--- src/rtl/dao_pkg.sv ---
// Behaviour
// - Each channel drives its own three-state 10-bit bus, bit 9 MSB, bit 0 LSB.
// - Every sample passes a nine-stage pipeline, one stage per half clock.
// - Output word appears five clock cycles after its sample; capture aligns to it.
// - Format select low gives straight offset binary, zero at 10 0000 0000.
// - Format select high gives two's complement, zero at 00 0000 0000.
// - Stage 1.5-bit decisions merge by digital error correction without missing codes.
// - Output enable low drives both buses; high releases them to high impedance.
// - Samples are taken on rising edges; data is valid by the next rising edge.
// - Power-down with outputs enabled holds the last word produced before it.
package dao_pkg;
  localparam int DATA_W      = 10;
  localparam int CHAN_MSB    = 9;
  localparam int CHAN_LSB    = 0;
  localparam int NUM_STAGES  = 9;
  localparam int DEC_W       = 2;
  localparam int DEC_VEC_W   = NUM_STAGES * DEC_W;
  localparam int PAIR_W      = 2 * DATA_W;
  localparam int LATENCY_CYC = 5;
  // Cycles of the fifo read register and the output latch; the fifo write cycle is not counted.
  localparam int TAIL_CYC    = 2;
  localparam int PIPE_CYC    = LATENCY_CYC - TAIL_CYC;
  localparam int FIFO_DEPTH  = 16;
  localparam int CLK_NS      = 50;
  localparam logic [DATA_W-1:0] CODE_MAX   = 10'h3ff;
  localparam logic [DATA_W-1:0] DATA_RESET = 10'h000;
  localparam logic [DATA_W:0]   SUM_RESET  = 11'h000;
  localparam logic [1:0]        SYNC_HIGH  = 2'h3;
  localparam logic [1:0]        SYNC_LOW   = 2'h0;
endpackage : dao_pkg

--- src/rtl/dao_stream_if.sv ---
`timescale 1ns/100ps
interface dao_stream_if #(
  parameter int WIDTH = 20
);
  logic             valid;
  logic             ready;
  logic [WIDTH-1:0] data;
  modport src (output valid, output data, input ready);
  modport snk (input valid, input data, output ready);
endinterface : dao_stream_if

--- src/rtl/dao_fifo.sv ---
`timescale 1ns/100ps
module dao_fifo #(
  parameter int WIDTH = 20,
  parameter int DEPTH = 16
) (
  input wire logic       clk_sys,
  input wire logic       rst_b,
  dao_stream_if.snk      wrSide,
  dao_stream_if.src      rdSide
);
  localparam int PTR_W = $clog2(DEPTH);

  // Elaboration checks: the pointers wrap by their extra bit, so DEPTH must be a power of two.
  if (DEPTH < 2 || (1 << PTR_W) != DEPTH) begin : g_bad_depth
    $error("dao_fifo: DEPTH must be a power of two");
  end
  if (WIDTH < 1) begin : g_bad_width
    $error("dao_fifo: WIDTH must be positive");
  end

  logic [WIDTH-1:0] mem [DEPTH];
  logic [PTR_W:0]   wrPtr;
  logic [PTR_W:0]   rdPtr;
  logic [PTR_W:0]   next_wrPtr;
  logic [PTR_W:0]   next_rdPtr;
  logic [WIDTH-1:0] rdData;
  logic [WIDTH-1:0] next_rdData;
  logic             rdValid;
  logic             next_rdValid;
  logic             full;
  logic             empty;
  logic             push;
  logic             pop;

  assign full          = (wrPtr[PTR_W] != rdPtr[PTR_W]) && (wrPtr[PTR_W-1:0] == rdPtr[PTR_W-1:0]);
  assign empty         = (wrPtr == rdPtr);
  assign push          = wrSide.valid && !full;
  assign pop           = rdSide.ready && !empty;
  assign wrSide.ready  = !full;
  assign rdSide.valid  = rdValid;
  assign rdSide.data   = rdData;

  always_comb begin
    next_wrPtr   = push ? wrPtr + 1'b1 : wrPtr;
    next_rdPtr   = pop ? rdPtr + 1'b1 : rdPtr;
    next_rdData  = pop ? mem[rdPtr[PTR_W-1:0]] : rdData;
    next_rdValid = pop;
  end

  always_ff @(posedge clk_sys) begin
    if (push) begin
      mem[wrPtr[PTR_W-1:0]] <= wrSide.data;
    end
  end

  always_ff @(posedge clk_sys or negedge rst_b) begin
    if (!rst_b) begin
      wrPtr   <= '0;
      rdPtr   <= '0;
      rdData  <= '0;
      rdValid <= 1'b0;
    end else begin
      wrPtr   <= next_wrPtr;
      rdPtr   <= next_rdPtr;
      rdData  <= next_rdData;
      rdValid <= next_rdValid;
    end
  end
endmodule : dao_fifo

--- src/rtl/dao_formatter.sv ---
`timescale 1ns/100ps
module dao_formatter #(
  parameter int LATENCY = dao_pkg::LATENCY_CYC,
  parameter int DEPTH   = dao_pkg::FIFO_DEPTH
) (
  input  wire logic                         clk_sys,
  input  wire logic                         rst_b,
  input  wire logic                         sampleValid,
  input  wire logic [dao_pkg::DEC_VEC_W-1:0] chanADecision,
  input  wire logic [dao_pkg::DEC_VEC_W-1:0] chanBDecision,
  input  wire logic                         formatTwos,
  input  wire logic                         outEnable_b,
  input  wire logic                         fullPowerDown,
  output logic                              sampleReady,
  output logic [dao_pkg::DATA_W-1:0]        chanAData,
  output logic                              chanADataOe,
  output logic [dao_pkg::DATA_W-1:0]        chanBData,
  output logic                              chanBDataOe
);
  localparam int PIPE = LATENCY - dao_pkg::TAIL_CYC;

  // Elaboration checks: at least one pipeline register must stand ahead of the fifo.
  if (PIPE < 1) begin : g_bad_latency
    $error("dao_formatter: LATENCY must be at least 3");
  end
  if (DEPTH < 2) begin : g_bad_depth
    $error("dao_formatter: DEPTH must be at least 2");
  end

  // Merges the stage decisions. Each 1.5-bit stage reports 0, 1 or 2 for
  // -1, 0, +1 around its midpoint, and the last stage is a 2-bit flash. The
  // overlap absorbs comparator offsets, so any residue error that stays inside
  // one stage's redundancy is corrected by the next stage and no code is lost.
  function automatic logic [dao_pkg::DATA_W-1:0] correct(input logic [dao_pkg::DEC_VEC_W-1:0] dec);
    logic [dao_pkg::DATA_W:0] sum;
    logic [dao_pkg::DEC_W-1:0] d;
    sum = dao_pkg::SUM_RESET;
    for (int i = 0; i < dao_pkg::NUM_STAGES; i++) begin
      d = dec[dao_pkg::DEC_VEC_W-1-i*dao_pkg::DEC_W -: dao_pkg::DEC_W];
      if (i < dao_pkg::NUM_STAGES - 1 && d == 2'h3) begin
        d = 2'h2;
      end
      sum = sum + ((dao_pkg::DATA_W+1)'(d) << (dao_pkg::NUM_STAGES - 1 - i));
    end
    if (sum > {1'b0, dao_pkg::CODE_MAX}) begin
      correct = dao_pkg::CODE_MAX;
    end else begin
      correct = sum[dao_pkg::DATA_W-1:0];
    end
  endfunction : correct

  // Offset binary is the native code; two's complement only inverts the MSB.
  function automatic logic [dao_pkg::DATA_W-1:0] encode(input logic [dao_pkg::DATA_W-1:0] raw,
                                                        input logic twos);
    encode = raw;
    if (twos) begin
      encode[dao_pkg::CHAN_MSB] = ~raw[dao_pkg::CHAN_MSB];
    end
  endfunction : encode

  // Pin synchronisers; the first flop feeds only the second.
  logic [1:0] syncFmt;
  logic [1:0] syncOe;
  logic [1:0] syncPd;
  logic [1:0] next_syncFmt;
  logic [1:0] next_syncOe;
  logic [1:0] next_syncPd;
  logic       fmtTwos;
  logic       oeActive;
  logic       pdActive;

  always_comb begin
    next_syncFmt = {syncFmt[0], formatTwos};
    next_syncOe  = {syncOe[0], outEnable_b};
    next_syncPd  = {syncPd[0], fullPowerDown};
  end

  always_ff @(posedge clk_sys or negedge rst_b) begin
    if (!rst_b) begin
      syncFmt <= dao_pkg::SYNC_LOW;
      syncOe  <= dao_pkg::SYNC_HIGH;
      syncPd  <= dao_pkg::SYNC_LOW;
    end else begin
      syncFmt <= next_syncFmt;
      syncOe  <= next_syncOe;
      syncPd  <= next_syncPd;
    end
  end

  assign fmtTwos  = syncFmt[1];
  assign oeActive = !syncOe[1];
  assign pdActive = syncPd[1];

  // Conversion pipeline. The nine half-cycle stages fold into whole-cycle
  // registers here, since only the word at the far end is observable.
  logic [dao_pkg::PAIR_W-1:0] pipeData [PIPE];
  logic [dao_pkg::PAIR_W-1:0] next_pipeData [PIPE];
  logic [PIPE-1:0]            pipeValid;
  logic [PIPE-1:0]            next_pipeValid;

  always_comb begin
    // Both channels enter on the same edge as one pair.
    next_pipeData[0]  = {correct(chanADecision), correct(chanBDecision)};
    next_pipeValid[0] = sampleValid && !pdActive;
    for (int k = 1; k < PIPE; k++) begin
      next_pipeData[k]  = pipeData[k-1];
      next_pipeValid[k] = pipeValid[k-1];
    end
  end

  always_ff @(posedge clk_sys or negedge rst_b) begin
    if (!rst_b) begin
      for (int k = 0; k < PIPE; k++) begin
        pipeData[k] <= '0;
      end
      pipeValid <= '0;
    end else begin
      pipeData  <= next_pipeData;
      pipeValid <= next_pipeValid;
    end
  end

  // The fifo rides out power-down: reads stop so the buses hold, and new samples are
  // dropped at the pipeline input; sampleReady falls only if the fifo fills, and nothing stalls.
  dao_stream_if #(.WIDTH(dao_pkg::PAIR_W)) fifoIn ();
  dao_stream_if #(.WIDTH(dao_pkg::PAIR_W)) fifoOut ();

  assign fifoIn.valid  = pipeValid[PIPE-1];
  assign fifoIn.data   = pipeData[PIPE-1];
  assign fifoOut.ready = !pdActive;
  assign sampleReady   = fifoIn.ready;

  dao_fifo #(
    .WIDTH (dao_pkg::PAIR_W),
    .DEPTH (DEPTH)
  ) u_fifo (
    .clk_sys (clk_sys),
    .rst_b   (rst_b),
    .wrSide  (fifoIn),
    .rdSide  (fifoOut)
  );

  // Output latch, the last of the five cycles of latency.
  logic [dao_pkg::DATA_W-1:0] next_chanAData;
  logic [dao_pkg::DATA_W-1:0] next_chanBData;
  logic                       next_oe;
  logic                       oeReg;

  always_comb begin
    next_chanAData = chanAData;
    next_chanBData = chanBData;
    if (fifoOut.valid) begin
      next_chanAData = encode(fifoOut.data[dao_pkg::PAIR_W-1:dao_pkg::DATA_W], fmtTwos);
      next_chanBData = encode(fifoOut.data[dao_pkg::DATA_W-1:0], fmtTwos);
    end
    next_oe = oeActive;
  end

  always_ff @(posedge clk_sys or negedge rst_b) begin
    if (!rst_b) begin
      chanAData <= dao_pkg::DATA_RESET;
      chanBData <= dao_pkg::DATA_RESET;
      oeReg     <= 1'b0;
    end else begin
      chanAData <= next_chanAData;
      chanBData <= next_chanBData;
      oeReg     <= next_oe;
    end
  end

  assign chanADataOe = oeReg;
  assign chanBDataOe = oeReg;
endmodule : dao_formatter

--- config.mk ---
export PLATFORM = sky130hd
export DESIGN_NAME = dao_formatter
export DESIGN_NICKNAME = d
export VERILOG_FILES = /design/src/rtl/dao_pkg.sv /design/src/rtl/dao_stream_if.sv /design/src/rtl/dao_fifo.sv /design/src/rtl/dao_formatter.sv
export SDC_FILE = /design/constraint.sdc
export NUM_CORES = 1
export LEC_CHECK = 0
export BUFFER_PORTS_ARGS = -buffer_cell sky130_fd_sc_hd__buf_2
export CELL_PAD_IN_SITES_DETAIL_PLACEMENT = 2
export CELL_PAD_IN_SITES_GLOBAL_PLACEMENT = 2
export CORE_ASPECT_RATIO = 1.4
export CORE_MARGIN = 2
export CORE_UTILIZATION = 30
export CTS_BUF_LIST = sky130_fd_sc_hd__clkbuf_8
export DETAILED_ROUTE_END_ITERATION = 6
export GPL_TIMING_DRIVEN = 0
export PLACE_DENSITY_LB_ADDON = 0.1
export SYNTH_ARGS = -nofsm -noshare
export SYNTH_HDL_FRONTEND = slang
export SYNTH_SLANG_ARGS = --single-unit
--- constraint.sdc ---
create_clock -name clk_sys -period 4.37 [get_ports clk_sys]
set_input_delay 0.874 -clock clk_sys [delete_from_list [all_inputs] [get_ports clk_sys]]
set_output_delay 0.874 -clock clk_sys [all_outputs]
set_load 0.005 [all_outputs]
# Word-level counts from Yosys, hierarchy flattened
# Memory sizes are Yosys's and may differ from the RTL's. A register that Yosys moved wholly into a read port is not among the register bits.
# Index checks and enable logic that the tools add are counted.
word_totals:
  regBits: 101
  ram_bits: 320
  inputBits: 42
  out_inout_bits: 23
  elab_cells: 86
  n_memories: 1
classes:
  add_sub_neg: 18
  n_lt_le_gt_ge: 2
  n_eq_ne: 19
  n_mux: 22
  n_bitwise: 2
  reduce_logical: 9
memory_table:
  columns: ["memory", "words", "word_bits", "rd", "rd_clocked_by_memory_dff", "write_ports", "line", "source"]
  rows:
  - ["u_fifo.mem", 16, 20, 1, 1, 1, "dao_fifo.sv:21", "logic [WIDTH-1:0] mem [DEPTH];"]
ops:
  columns: ["op", "n"]
  rows:
  - ["$eq 2x2->1 const B", 16]
  - ["$mux 2", 16]
  - ["$add 10x9->11", 2]
  - ["$add 11x2->11", 2]
  - ["$add 11x3->11", 2]
  - ["$add 11x4->11", 2]
  - ["$add 11x5->11", 2]
  - ["$add 11x6->11", 2]
  - ["$add 11x7->11", 2]
  - ["$add 11x8->11", 2]
  - ["$gt 11x10->1 const B", 2]
  - ["$mux 10", 2]
  - ["$add 5x1->5 const B", 2]
  - ["$eq 5x5->1", 1]
  - ["$logic_not 1->1", 5]
  - ["$eq 4x4->1", 1]
  - ["$logic_and 1x1->1", 4]
  - ["$mux 1", 4]
  - ["$not 1->1", 2]
  - ["$ne 1x1->1", 1]

# Depth between registers and ports, before layout
depth:
  word_depth: 12
  ltp_mapped: 9

# By module
# A second synthesis with hierarchy kept.
hier_totals:
  hier_cells: 928
  hier_area_um2: 17449.2
modules_own_cells:
  columns: ["mod", "instances", "cells_per_inst", "area_per_inst_um2"]
  rows:
  - ["dao_fifo", 1, 670, 13924.6]
  - ["dao_formatter", 1, 258, 3524.6]

# Worst setup path after synthesis
# OpenSTA, ideal clock, no wires.
synth_timing:
  kind: "flip-flop to flip-flop"
  startpoint: "register u_fifo.rdPtr[2]"
  endpoint: "memory u_fifo.mem[0][0] (enable)"
  setup_time_ns: 0.448
  t_arrival_ns: 2.881
  required_time_ns: 3.922
  path_slack_ns: 1.041
  path_stages_with_launch: 7
  n_path_buf: 1
  cell_sequence: "dfrtp_1 > buf_2 > xor2_1 > nor4_2 > nand2_1 > nand2_1 > nor4_1"
synth_between:
  elab_chain_cells: 6
synth_lines:
  columns: ["item", "line", "source"]
  rows:
  - ["start: declaration", "dao_fifo.sv:23", "logic [PTR_W:0] rdPtr;"]
  - ["start signal: assignment", "dao_fifo.sv:64", "rdPtr <= next_rdPtr;"]
  - ["$eq 4x4->1", "dao_fifo.sv:35", "assign full = (wrPtr[PTR_W] != rdPtr[PTR_W]) && (wrPtr[PTR_W-1:0] == rdPtr[PTR_W-1:0]);"]
  - ["$logic_and 1x1->1", "dao_fifo.sv:35", null]
  - ["$logic_not 1->1", null, null]
  - ["named net sampleReady", "dao_formatter.sv:14", "output logic sampleReady,"]
  - ["$logic_and 1x1->1", "dao_fifo.sv:37", "assign push = wrSide.valid && !full;"]
  - ["$mux 1", "dao_fifo.sv:51", "if (push) begin"]
  - ["$mux 1 (not written as such)", "dao_fifo.sv:52", "mem[wrPtr[PTR_W-1:0]] <= wrSide.data;"]
  - ["end: declaration", "dao_fifo.sv:21", null]
# The timed path passes the listed nets, and every way through them passes these cells.

# Worst setup path in the final report
layout_timing:
  startpoint: "register u_fifo.rdPtr[1]"
  endpoint: "output sampleReady"
layout_between:
  elab_chain_cells: 3
layout_lines:
  columns: ["item", "line", "source"]
  rows:
  - ["$eq 4x4->1", "dao_fifo.sv:35", null]
  - ["$logic_and 1x1->1", "dao_fifo.sv:35", null]
  - ["$logic_not 1->1", "dao_fifo.sv:39", "assign wrSide.ready = !full;"]
  - ["end: declaration", "dao_formatter.sv:14", null]
# Every way passes these cells.

==> flow_summary.ini <==
[synth]
compound_gate_fraction_of_synth_area_pct = 4.01
simple_logic_cell_fraction_of_the_synthesized_area_pct = 3.53
synth_area_per_cell_um2 = 19.1
synthArstFlopShare_pct = 27.4
synth_top_family_by_area = multiplexers
synth.distinct_cells = 45
synth_flop_cell = sky130_fd_sc_hd__edfxtp_1
synth_xor_xnor_area_share_pct = 1.04
synthDominantCellAreaShare_pct = 57.3
synthTopCellsByArea = sky130_fd_sc_hd__edfxtp_1 57%, sky130_fd_sc_hd__dfrtp_1 18%, sky130_fd_sc_hd__mux4_2 11%
synth-adder-area-share_pct = 1.81
synth.cell_area_um2 = 16800
netlist_instances = 879
synthesis.nets = 944
post-synth-top-area-cell = sky130_fd_sc_hd__edfxtp_1
synth.mux.area_fraction_pct = 12.2
synth.cells.most_frequent = 320 x sky130_fd_sc_hd__edfxtp_1, 119 x sky130_fd_sc_hd__dfrtp_1, 80 x sky130_fd_sc_hd__mux4_2, 42 x sky130_fd_sc_hd__nand2_1, 40 x sky130_fd_sc_hd__o22ai_1
synth.most_common_cell = sky130_fd_sc_hd__edfxtp_1
synth.yosys.warnings = 0
synth_seq_cells = 441
synth-edff-count = 320
yosysSeqAreaShare_pct = 75.4

[cells_and_area]
fillcell_total = 5452
fin_area_um2 = 19800
syn2layout_area_growth_pct = 17.9
layout.core_utilization_pct = 35.8
register_area_um2 = 12600
multi_input_area_um2 = 3880
nNetsFinal = 1108
fraction_of_layout_instances_using_a_drive_strength_above_1_pct = 29.5

[critical_path]
worstPathMaxFanout = 9
setup.worst_path.class = register to primary output
cp_data_arrival_time_ps = 2130
worst_setup_path_start_kind = register
crit_path_end_kind = primary output
r2r_cells = 8
timing.critical_path.required_ps = 3500

[pwr]
power_per_cell_area_nw_per_um2 = 604
power_leakage_nw = 7.06
worst_ir_drop_vdd_v = 0.000178

[sta]
final_period_minus_worst_setup_slack_ps = 3000
final_hold_viol_count = 0
max-slew-margin-rel_pct = 28.2
skew_ps = 20.5
worst_hold_slack_ps = 232
tightestPinTransition_ps = 1080
maxSlewViolCount = 0
max_clock_freq_mhz = 333
setup-violations-final = 0
final_min_period_over_clock_period_pct = 68.8
rsz0062_at_grt = no

[placed_design]
dp.final_hpwl_mm = 27.5
place.gp.congestion = 0.710
placedInstanceArea_um2 = 18300
port_buffers = 64

[die]
die-width_um = 204
floorplan.io_pins = 65
dieHeight_um = 284
floorplan.initialDensity_pct = 30.3
floorplan.rows = 102
floorplan_core_area_um2 = 55300
die-area_um2 = 57800

[clock_network]
cts_setup_buffers = 0
path_clk_slew_ps = 60
clk_root_buffer_cell = sky130_fd_sc_hd__clkbuf_8
cts_resized = 0
cts_buffers = 74
ctsHoldBuffers = 0
cts-htree-levels = 3
clock_latency_ps = 610
tritoncts_clock_tree = done
clk_path_buf_depth = 3
sink_count_of_the_clock_tree = 441

[drt]
remaining_design_rule_violation_count = 0
drtPass1Iterations = 4
vias = 8523
post_drt_via_cell_ratio = 4.65
routed_antenna_nets = 0
dr.first_iter.drc_count = 445
routed_wire_length_per_instance_um = 22.5
drt_wl_total_mm = 41.2

[global_route]
grt_max_degree = 70
grt_pass1_vias = 9749
grt.total_usage_pct = 14.8
overflow = 0
antenna_violations_before_repair = 2
global_route_wire_length_before_repair_mm = 62.9

[flow_run]
cap_violations = 0

[min_path]
hold_crit_class = primary input to async pin

[status]
outcome = finished clean
[path summary, 6_finish.rpt]
kind                                             start                     endpoint  slack, ps
setup / recovery           u_fifo.rdPtr[1]$_DFFE_PN0P_                  sampleReady       1370
hold / removal                                   rst_b     chanBData[3]$_DFFE_PN0P_        230
setup reg to reg           u_fifo.rdPtr[2]$_DFFE_PN0P_  u_fifo.mem[6][17]$_DFFE_PP_       1490
hold reg to reg            next_pipeData[18]$_DFF_PN0_    fifoIn.data[18]$_DFF_PN0_        340
max in group asynchronous                        rst_b          syncOe[1]$_DFF_PN1_       3330
min in group clk_sys       next_pipeData[18]$_DFF_PN0_    fifoIn.data[18]$_DFF_PN0_        340
[through the flow]
step	setup slack, ps	TNS (ps)	cells	total power, mW
after floorplan	1040	0	879	7.36
final	1370	0	1833	11.9
after detailed placement	1190	0	1695	8.63
after global routing	1200	0	1833	12.7
after CTS	1260	0	1832	12.2
after global placement	-2050	-200940	1671	8.50
[layout by cell type, fill, tap and decap left out, types with 11 or more instances in the layout]
cell	Yosys	routed
sky130_fd_sc_hd__a21oi_1	14	14
sky130_fd_sc_hd__dfrtp_1	119	119
sky130_fd_sc_hd__o22ai_1	40	40
sky130_fd_sc_hd__o31ai_1	20	20
sky130_fd_sc_hd__inv_1	21	50
sky130_fd_sc_hd__clkbuf_1	32	32
sky130_fd_sc_hd__buf_4	11	24
sky130_fd_sc_hd__edfxtp_1	320	320
sky130_fd_sc_hd__mux2_2	18	18
sky130_fd_sc_hd__nor2_1	19	12
sky130_fd_sc_hd__ha_1	21	21
sky130_fd_sc_hd__mux4_2	80	80
sky130_fd_sc_hd__clkbuf_8	0	79
sky130_fd_sc_hd__buf_6	2	11
sky130_fd_sc_hd__nor2b_1	22	22
sky130_fd_sc_hd__nand2_1	42	42
sky130_fd_sc_hd__buf_2	4	67
[where the power goes]
group / internal [mW] / switching, mW / total (mW) / leakage [nW]
registers: 5.09 / 0.341 / 5.43 / 4.28
clock network: 1.86 / 1.67 / 3.53 / 0.824
logic: 1.31 / 1.68 / 2.99 / 1.96
[critical path: stages, from the launching register on]
cell and delay, ps:
sky130_fd_sc_hd__dfrtp_1 400, sky130_fd_sc_hd__buf_6 160, sky130_fd_sc_hd__xor2_1 150, sky130_fd_sc_hd__nor4_2 420
sky130_fd_sc_hd__nand2_1 210, sky130_fd_sc_hd__buf_2 180
[cell type report]
cell class,instances,share of cell area [%]
Sequential cell,441,63.9
Multi-Input combinational cell,365,19.6
Clock buffer,79,5.50
Tap cell,728,4.61
Timing Repair Buffer,88,2.92
Clock inverter,58,1.70
Buffer,51,1.28
Inverter,22,0.418
Antenna cell,1,0.0127
[cell families (layout without fill, tap and decap cells)]
| kind of cell | after synthesis | after routing |
|---|---|---|
| compound gates | 100 | 100 |
| fa+ha+maj | 23 | 23 |
| other cells | 0 | 1 |
| mux | 102 | 102 |
| simple gates | 120 | 120 |
| xor+xnor | 20 | 20 |
| buf+inv | 73 | 298 |
| flops | 441 | 441 |
[per-layer routing]
layer | vias up | track usage [%] | part of all wire [%]
met1 | 4499 | 17.9 | 40
met2 | 187 | 26.5 | 54
met5 | - | 0 | 0
li1 | 3782 | - | -
met3 | 55 | 2.72 | 4.3
met4 | 0 | 4.62 | 1.8
[sequential cells by signal, indices dropped and copies added (netlist names), 5 cells and up]
name and flops:
u_fifo.mem 320, fifoIn.data 20, chanBData 10, next_pipeData 40, chanAData 10, u_fifo.rdSide.data 20
u_fifo.wrPtr 5, u_fifo.rdPtr 5
Power figures use the tool's default switching activity.
